<file path="config.mk">
export PLATFORM = sky130hd
export DESIGN_NAME = sges_core
export DESIGN_NICKNAME = d
export VERILOG_FILES = /design/src/verilog/sges_pkg.sv /design/src/verilog/sges_flag_reg.sv /design/src/verilog/sges_core.sv
export VERILOG_INCLUDE_DIRS = /design/src /design/src/verilog
export SDC_FILE = /design/constraint.sdc
export NUM_CORES = 1
export LEC_CHECK = 0
export ABC_AREA = 1
export BUFFER_PORTS_ARGS = -buffer_cell sky130_fd_sc_hd__buf_2
export CORE_ASPECT_RATIO = 2
export CORE_MARGIN = 10
export CORE_UTILIZATION = 46
export CTS_CLUSTER_DIAMETER = 50
export DETAILED_ROUTE_END_ITERATION = 16
export GPL_TIMING_DRIVEN = 0
export PLACE_DENSITY = 0.82
export REMOVE_ABC_BUFFERS = 1
export SLEW_MARGIN = 5
export SYNTH_ARGS = -nofsm -noshare
export SYNTH_HDL_FRONTEND = slang
export SYNTH_SLANG_ARGS = --single-unit
</file>
<file path="constraint.sdc">
create_clock -name clock -period 1.4 [get_ports clock]
set_input_delay 0.14 -clock clock [delete_from_list [all_inputs] [get_ports clock]]
set_output_delay 0.14 -clock clock [all_outputs]
set_load 0.01 [all_outputs]
</file>
<file path="src/verilog/sges_map.svh">
// register offsets, field positions and reset values of the event status logic
// Behaviour
// - sleep with all wake sources disabled resets
// - sleep command with pending event enters reset
// - sleep inhibit turns sleep into serial failure
// - flags clear on write one only
// - summary bit 3 follows wake-pin flags
// - summary bit 2 follows transceiver flags
// - summary bit 1 follows supply flags
// - summary bit 0 follows system flags
// - battery startup flag set leaving off
// - overheat flag set outside sleep only
// - serial failures set flag outside sleep
// - watchdog overflow, or early trigger in window mode, sets fault
// - timeout overflow resets only if fault pending
// - startup, watchdog, frame error always captured
// - offline capture with supply on pulls receive low
// - capture in sleep powers host, goes standby
`ifndef SGES_MAP_SVH
`define SGES_MAP_SVH
`define SGES_ADDR_SUMMARY  8'h60
`define SGES_ADDR_SYSTEM   8'h61
`define SGES_ADDR_SUPPLY   8'h62
`define SGES_ADDR_TRX      8'h63
`define SGES_ADDR_WAKE     8'h64
`define SGES_BIT_START     4
`define SGES_BIT_HEAT      2
`define SGES_BIT_SERIAL    1
`define SGES_BIT_WDOG      0
`define SGES_SYS_MASK      8'h17
`define SGES_SUP_MASK      8'h07
`define SGES_TRX_MASK      8'h33
`define SGES_WAKE_MASK     8'h03
`define SGES_TRX_FDE_BIT   5
`define SGES_MODE_SLEEP    3'h1
`define SGES_MODE_STANDBY  3'h4
`define SGES_MODE_NORMAL   3'h7
`define SGES_FLAGS_RESET   8'h00
`endif

</file>
<file path="src/verilog/sges_pkg.sv">
// types of the event status logic
`default_nettype none
package sges_pkg;
  typedef enum logic [2:0] {
    SGES_OFF,
    SGES_NORMAL,
    SGES_STANDBY,
    SGES_RESET,
    SGES_SLEEP
  } sges_state_t;
  typedef struct packed {
    logic       wr;
    logic [7:0] addr;
    logic [7:0] wdata;
  } sges_reg_req_t;
  typedef struct packed {
    logic wdog_overflow;
    logic wdog_early;
    logic wdog_window;
    logic wdog_timeout;
    logic serial_error;
    logic overheat;
  } sges_sys_ev_t;
endpackage
`default_nettype wire

</file>
<file path="src/verilog/sges_flag_reg.sv">
// generic write-one-to-clear flag register with set priority
`timescale 1ns/1ps
`default_nettype none
`include "sges_map.svh"
module sges_flag_reg #(
  parameter logic [7:0] MASK = 8'hFF
) (
  input  wire logic       clock,
  input  wire logic       rstn,
  input  wire logic [7:0] set_bits,
  input  wire logic       clr_en,
  input  wire logic [7:0] clr_bits,
  output var  logic [7:0] flags_q,
  output var  logic       any_pending
);
  logic [7:0] flags_d;
  // a set in the clearing cycle wins, so no event is lost
  always_comb
  begin
    flags_d = flags_q & ~(clr_en ? clr_bits : 8'h00);
    flags_d = (flags_d | set_bits) & MASK;
  end
  always_ff @(posedge clock or negedge rstn)
  begin
    if (!rstn)
      flags_q <= `SGES_FLAGS_RESET;
    else
      flags_q <= flags_d;
  end
  assign any_pending = |flags_q;
  a_clear_zero_keeps: assert property (@(posedge clock)
    disable iff (!rstn)
    (clr_en && (clr_bits & flags_q) == 8'h00) |=>
      ((flags_q & $past(flags_q)) == $past(flags_q)))
    else $error("write of zero changed a flag");
endmodule
`default_nettype wire

</file>
<file path="src/verilog/sges_core.sv">
// sleep guard and event status top level
`timescale 1ns/1ps
`default_nettype none
`include "sges_map.svh"
module sges_core (
  input  wire logic                   clock,
  input  wire logic                   rstn,
  input  wire sges_pkg::sges_reg_req_t reg_req,
  output logic [7:0]                  reg_rdata_q,
  input  wire logic [2:0]             operating_state_code,
  input  wire logic                   mode_cmd_valid,
  input  wire logic                   sleep_inhibit_bit,
  input  wire logic                   wake_bus_en,
  input  wire logic                   wake_rise_en,
  input  wire logic                   wake_fall_en,
  input  wire logic                   heat_capture_en,
  input  wire logic                   serial_capture_en,
  input  wire sges_pkg::sges_sys_ev_t sys_ev,
  input  wire logic                   left_off,
  input  wire logic [7:0]             supply_ev,
  input  wire logic [7:0]             trx_ev,
  input  wire logic [7:0]             wake_ev,
  input  wire logic                   trx_offline,
  output logic                        rxd_low_q,
  output logic                        sys_reset_q,
  output logic                        host_supply_q,
  output sges_pkg::sges_state_t       state_q
);
  logic       in_sleep;
  logic [7:0] sys_set;
  logic [7:0] sys_q;
  logic [7:0] sup_q;
  logic [7:0] trx_q;
  logic [7:0] wak_q;
  logic       sys_p;
  logic       sup_p;
  logic       trx_p;
  logic       wak_p;
  logic [7:0] summary;
  logic       any_ev;
  logic       sleep_cmd;
  logic       wake_none;
  logic       wdog_fail;
  logic       wdog_reset;
  logic [7:0] cap_all;
  logic       captured;

  function automatic logic hit(input logic [7:0] a, input logic [7:0] b);
    hit = reg_req.wr && (a == b);
  endfunction

  assign in_sleep  = (state_q == sges_pkg::SGES_SLEEP);
  assign sleep_cmd = mode_cmd_valid &&
                     operating_state_code == `SGES_MODE_SLEEP;
  assign wake_none = !(wake_bus_en || wake_rise_en || wake_fall_en);
  assign any_ev    = sys_p | sup_p | trx_p | wak_p;
  assign wdog_fail = sys_ev.wdog_overflow ||
                     (sys_ev.wdog_early && sys_ev.wdog_window);
  // window failure resets at once; timeout only on a repeated fault
  assign wdog_reset = (wdog_fail && sys_ev.wdog_window) ||
                      (sys_ev.wdog_overflow && sys_ev.wdog_timeout &&
                       sys_q[`SGES_BIT_WDOG]);

  always_comb
  begin
    sys_set = 8'h00;
    sys_set[`SGES_BIT_START] = left_off;
    sys_set[`SGES_BIT_WDOG]  = wdog_fail;
    sys_set[`SGES_BIT_HEAT]  = heat_capture_en && sys_ev.overheat &&
                               !in_sleep;
    sys_set[`SGES_BIT_SERIAL] = serial_capture_en && !in_sleep &&
                                (sys_ev.serial_error ||
                                 (sleep_cmd && sleep_inhibit_bit));
  end

  sges_flag_reg #(.MASK(`SGES_SYS_MASK)) u_sys (
    .clock(clock), .rstn(rstn), .set_bits(sys_set),
    .clr_en(hit(reg_req.addr, `SGES_ADDR_SYSTEM)),
    .clr_bits(reg_req.wdata), .flags_q(sys_q), .any_pending(sys_p));
  sges_flag_reg #(.MASK(`SGES_SUP_MASK)) u_sup (
    .clock(clock), .rstn(rstn), .set_bits(supply_ev),
    .clr_en(hit(reg_req.addr, `SGES_ADDR_SUPPLY)),
    .clr_bits(reg_req.wdata), .flags_q(sup_q), .any_pending(sup_p));
  sges_flag_reg #(.MASK(`SGES_TRX_MASK)) u_trx (
    .clock(clock), .rstn(rstn), .set_bits(trx_ev),
    .clr_en(hit(reg_req.addr, `SGES_ADDR_TRX)),
    .clr_bits(reg_req.wdata), .flags_q(trx_q), .any_pending(trx_p));
  sges_flag_reg #(.MASK(`SGES_WAKE_MASK)) u_wak (
    .clock(clock), .rstn(rstn), .set_bits(wake_ev),
    .clr_en(hit(reg_req.addr, `SGES_ADDR_WAKE)),
    .clr_bits(reg_req.wdata), .flags_q(wak_q), .any_pending(wak_p));

  // supply, transceiver and wake inputs arrive already gated by capture enables
  assign cap_all  = sys_set | supply_ev | trx_ev | wake_ev;
  assign captured = |cap_all;
  assign summary  = {4'h0, wak_p, trx_p, sup_p, sys_p};

  always_ff @(posedge clock or negedge rstn)
  begin
    if (!rstn)
      reg_rdata_q <= 8'h00;
    else
    begin
      case (reg_req.addr)
        `SGES_ADDR_SUMMARY: reg_rdata_q <= summary;
        `SGES_ADDR_SYSTEM:  reg_rdata_q <= sys_q;
        `SGES_ADDR_SUPPLY:  reg_rdata_q <= sup_q;
        `SGES_ADDR_TRX:     reg_rdata_q <= trx_q;
        `SGES_ADDR_WAKE:    reg_rdata_q <= wak_q;
        default:            reg_rdata_q <= 8'h00;
      endcase
    end
  end

  always_ff @(posedge clock or negedge rstn)
  begin
    if (!rstn)
      rxd_low_q <= 1'b0;
    else
      rxd_low_q <= trx_offline && host_supply_q && any_ev;
  end

  always_ff @(posedge clock or negedge rstn)
  begin
    if (!rstn)
      sys_reset_q <= 1'b0;
    else
      sys_reset_q <= wdog_reset ||
                     (sleep_cmd && !sleep_inhibit_bit &&
                      (wake_none || any_ev));
  end

  // state stays off until the startup event, then walks through reset
  always_ff @(posedge clock or negedge rstn)
  begin
    if (!rstn)
      state_q <= sges_pkg::SGES_OFF;
    else
    begin
      case (state_q)
        sges_pkg::SGES_OFF:
          if (left_off)
            state_q <= sges_pkg::SGES_RESET;
        sges_pkg::SGES_RESET:
          state_q <= sges_pkg::SGES_STANDBY;
        sges_pkg::SGES_SLEEP:
          if (captured)
            state_q <= sges_pkg::SGES_RESET;
        default:
          if (wdog_reset)
            state_q <= sges_pkg::SGES_RESET;
          else if (sleep_cmd && !sleep_inhibit_bit)
          begin
            if (wake_none || any_ev)
              state_q <= sges_pkg::SGES_RESET;
            else
              state_q <= sges_pkg::SGES_SLEEP;
          end
          else if (mode_cmd_valid &&
                   operating_state_code == `SGES_MODE_NORMAL)
            state_q <= sges_pkg::SGES_NORMAL;
          else if (mode_cmd_valid &&
                   operating_state_code == `SGES_MODE_STANDBY)
            state_q <= sges_pkg::SGES_STANDBY;
      endcase
    end
  end

  always_ff @(posedge clock or negedge rstn)
  begin
    if (!rstn)
      host_supply_q <= 1'b0;
    else if (state_q == sges_pkg::SGES_SLEEP && captured)
      host_supply_q <= 1'b1;
    else if (state_q == sges_pkg::SGES_SLEEP ||
             state_q == sges_pkg::SGES_OFF)
      host_supply_q <= 1'b0;
    else
      host_supply_q <= 1'b1;
  end

  a_sleep_no_wake: assert property (@(posedge clock)
    disable iff (!rstn)
    (state_q != sges_pkg::SGES_SLEEP && sleep_cmd && !sleep_inhibit_bit &&
     wake_none && !wdog_reset && state_q != sges_pkg::SGES_OFF &&
     state_q != sges_pkg::SGES_RESET) |=>
      (state_q == sges_pkg::SGES_RESET && sys_reset_q))
    else $error("sleep without wake source did not reset");
  a_sleep_pending: assert property (@(posedge clock)
    disable iff (!rstn)
    (sleep_cmd && !sleep_inhibit_bit && any_ev) |=>
      (state_q != sges_pkg::SGES_SLEEP && sys_reset_q))
    else $error("sleep entered with pending event");
  a_inhibit_sleep: assert property (@(posedge clock)
    disable iff (!rstn)
    (sleep_cmd && sleep_inhibit_bit && serial_capture_en && !in_sleep) |=>
      (sys_q[`SGES_BIT_SERIAL] && state_q != sges_pkg::SGES_SLEEP))
    else $error("inhibited sleep mishandled");
  a_summary_or: assert property (@(posedge clock)
    disable iff (!rstn)
    (reg_req.addr == `SGES_ADDR_SUMMARY) |=>
      (reg_rdata_q == {4'h0, $past(wak_q) != 8'h00,
                       $past(trx_q) != 8'h00, $past(sup_q) != 8'h00,
                       $past(sys_q) != 8'h00}))
    else $error("summary does not follow flags");
  a_heat_sleep: assert property (@(posedge clock)
    disable iff (!rstn)
    (in_sleep && sys_q[`SGES_BIT_HEAT] == 1'b0) |=>
      !sys_q[`SGES_BIT_HEAT])
    else $error("overheat captured in sleep");
  a_wdog_set: assert property (@(posedge clock)
    disable iff (!rstn)
    wdog_fail |=> sys_q[`SGES_BIT_WDOG])
    else $error("watchdog fault not captured");
  a_window_reset: assert property (@(posedge clock)
    disable iff (!rstn)
    (sys_ev.wdog_window && sys_ev.wdog_overflow) |=> sys_reset_q)
    else $error("window failure did not reset");
  a_timeout_first: assert property (@(posedge clock)
    disable iff (!rstn)
    (sys_ev.wdog_timeout && !sys_ev.wdog_window && !sys_q[`SGES_BIT_WDOG]
     && !sleep_cmd) |=> !sys_reset_q)
    else $error("first timeout overflow reset");
  a_sleep_wake: assert property (@(posedge clock)
    disable iff (!rstn)
    (in_sleep && captured) |=> (state_q == sges_pkg::SGES_RESET &&
      host_supply_q) ##1 (state_q == sges_pkg::SGES_STANDBY))
    else $error("sleep capture did not wake");
  a_rxd_event: assert property (@(posedge clock)
    disable iff (!rstn)
    (trx_offline && host_supply_q && any_ev) |=> rxd_low_q)
    else $error("receive pin not pulled low");
endmodule
`default_nettype wire

</file>
==> results.md <==
- Top Family by Delay on Critical Path: simple AND/OR/NAND/NOR gates
- Final setup fails: 0
- Mapped Area: 1530 µm²
- Leak: 0.001079 µW
- Root Driver: clkbuf_8
- Post-synth cell types: 26
- Max cap viols: 0
- Final-layout fill cell count: 320
- Worst-skew pair later-pin latency: 0.27 ns
- Pin count of the biggest net entering global routing: 26
- Total power draw: 1700 µW
- Post-synthesis register bit count: 25
- Outcome: completed
- Grt total ovfl: 0
- Worst path bufs/invs: 1
- Area after DPL: 1899 µm²
- Crit end category: flip-flop
- Die height: 101.6 µm
- Critical Path AT: 1.53 ns
- Global-route wire length before repair: 7.086 mm
- Worst Hold Class: input port to flip-flop
- TNS Setup: 0 ns
- DR vias: 1611
- CP required: 1.61 ns
- Final critical-path share of the clock period: 0.9427
- First drt pass iteration count: 5
- Final Max Tran Viols: 0
- P per Cell Area: 848.1 nW/µm²
- Final hold viol count: 0
- Largest area contributor in the netlist: dfrtp_1
- DP Wirelength: 3.678 mm
- RSZ-0062 raised after global routing: yes
- CP startpoint kind: flip-flop
- Min Tclk post-route: 1.320 ns
- CP cell instances: nor2_2 -> nand2_2 -> inv_2 -> nand2_1 -> nor2_2 -> nand3_2 -> or2_4 -> nand2_1
- Layout Nets: 352
- Antenna diode count: 0
- Worst slew margin: 0.6239
- VDD IR max: 0.0007332 V
- Share of layout cells above drive strength 1: 0.3379
- Routed WL: 4.277 mm
- Layout Skew: 0.004961 ns
- Number of DRC markers in iteration 0: 39
- Post-synth top area share: 0.4088
- Clk buf depth: 2
- Clk pin slew, worst setup/hold paths: 0.08 ns
- Post-synthesis sequential area ratio: 0.4088
- H-Tree Depth: 1
- Main area contributors after synthesis: dfrtp_1 41%, nand2_1 15%, inv_1 8.6%, nand3_1 8.5%, nor2_1 7.4%
- Final ANT Viol Nets: 0
- Number of port buffers: 69
- CTS sink count: 25
- Drt wl/cell: 13.32 µm
- Actual slew at the worst max-slew pin: 0.5641 ns
- Routability cong.: 0.8724
- Worst path max stage delay: 0.42 ns
- Vias in the first global route: 1707
- TritonCTS buffer count: 3
- CP max stage cell: dfrtp_1
- TritonCTS clock tree: yes
- Area of the core: 3193 µm²
- Total track usage: 0.1428
- DRC viols: 0
- Num ports: 75
- Fmax: 757.7 MHz
- Area Overhead vs Synth: 30.99%
- CP Class: flip-flop to flip-flop
- R2R Setup Slk: 0.08 ns
- Antenna violations before repair: 0
- Synth Instances: 216
- Via-to-Cell Ratio: 5.019
- Horiz. Die Dim: 60.79 µm
- YS warnings: 0
- Syn_area_per_cell: 7.084 µm²
- Starting density of the core: 0.4792
- Rows: 29
- CP max FO: 3
- Die ar.: 6174 µm²
- Final Cell Area: 2004 µm²
==> cell type report <==
type / instances / area, µm² / area share
clock buffers: 4 / 45.04 / 0.02247
inverters: 38 / 145.1 / 0.07241
multi-input cells: 151 / 777.0 / 0.3876
flip-flops and latches: 25 / 628.1 / 0.3134
well taps: 31 / 38.79 / 0.01935
repair buffers: 72 / 370.4 / 0.1848
==> layer usage <==
metal	track usage	vias up	share of wire
met3	0.04887	13	0.079
met4	0.05942	0	0.029
li1	-	816	-
met1	0.1348	722	0.33
met2	0.2616	60	0.56
met5	0	-	0
==> report_power, final <==
part | internal (µW) | switching (µW)
Combinational | 186 | 273
Clock | 203 | 218
Sequential | 775 | 45.4
Total | 1160 | 536
==> final timing paths <==
kind / start / endpoint / depth (start not counted)
setup reg to reg: u_sup.flags_q[1] / state_q[2] / 8
min in group asynchronous: rstn / u_sys.flags_q[2] / 2
setup / recovery: u_sup.flags_q[1] / state_q[2] / 8
hold reg to reg: state_q[2] / state_q[2] / 2
hold / removal: trx_ev[5] / u_trx.flags_q[5] / 3
max in group asynchronous: rstn / state_q[0] / 2
==> layout by cell type (no fill, tap or decap), types with 2 or more instances in the layout <==
master	Yosys	final
clkbuf_8	0	3
nand2_2	0	2
nand4_1	4	4
buf_2	0	69
buf_4	2	2
nand2_1	63	61
inv_2	2	3
dfrtp_1	25	23
o21ai_0	2	2
a21o_1	8	8
dfrtp_2	0	2
conb_1	1	2
inv_1	35	34
nor4_4	3	3
nor2_2	2	7
nand3_1	26	25
nor2_1	30	24
==> Yosys cell counts <==
library cell	n
a21o_1	8
a21oi_1	1
and2_1	1
and2_2	1
buf_1	1
buf_4	2
conb_1	1
dfrtp_1	25
inv_1	35
inv_2	2
inv_4	1
nand2_1	63
nand2_4	1
nand3_1	26
nand3_4	1
nand4_1	4
nor2_1	30
nor2_2	2
nor3_1	1
nor4_1	1
nor4_4	3
o2111ai_1	1
o211ai_1	1
o21ai_0	2
o21ai_1	1
or2_2	1
==> sequential cells by signal (all words and copies together) (netlist names) <==
name           cells
u_trx.flags_q      4
sys_reset_q        1
rxd_low_q          1
state_q            3
reg_rdata_q        6
u_sup.flags_q      3
u_wak.flags_q      2
u_sys.flags_q      4
host_supply_q      1
==> what timing repair did <==
action | CTS | global route
setup endpoints to repair | 2 | 3
resized for setup | 2 | 12
endpoints found under the hold margin | 25 | 0
gates cloned | 0 | 0
pin swaps | 0 | 5
buffers inserted | 0 | 2
hold buffers | 1 | 0
==> worst min-delay path: stages <==
cell and delay, ns:
buf_2 0.07, inv_1 0.04, nand2_1 0.05
==> stage by stage <==
step                utilization  setup WS (ns)  hold slack [ns]  instances
floorplan                     -         0.1462          -0.1556        214
global placement         0.5948       -0.01833           0.1632        314
detailed placement       0.5948       0.007559           0.1689        314
CTS                      0.6136        0.02260          0.06577        319
global route             0.6277       -0.02368          0.06082        321
finish                   0.6277        0.08021          0.06354        321
==> kinds of logic (layout without fill, tap and decap cells) <==
family,count (synthesis),count (layout),share of synthesized area
compound gates,14,14,0.06296
buf+inv,41,114,0.1071
simple gates,135,135,0.4186
flops,25,25,0.4088
other cells,1,2,0.002451
Power figures use the tool's default switching activity.
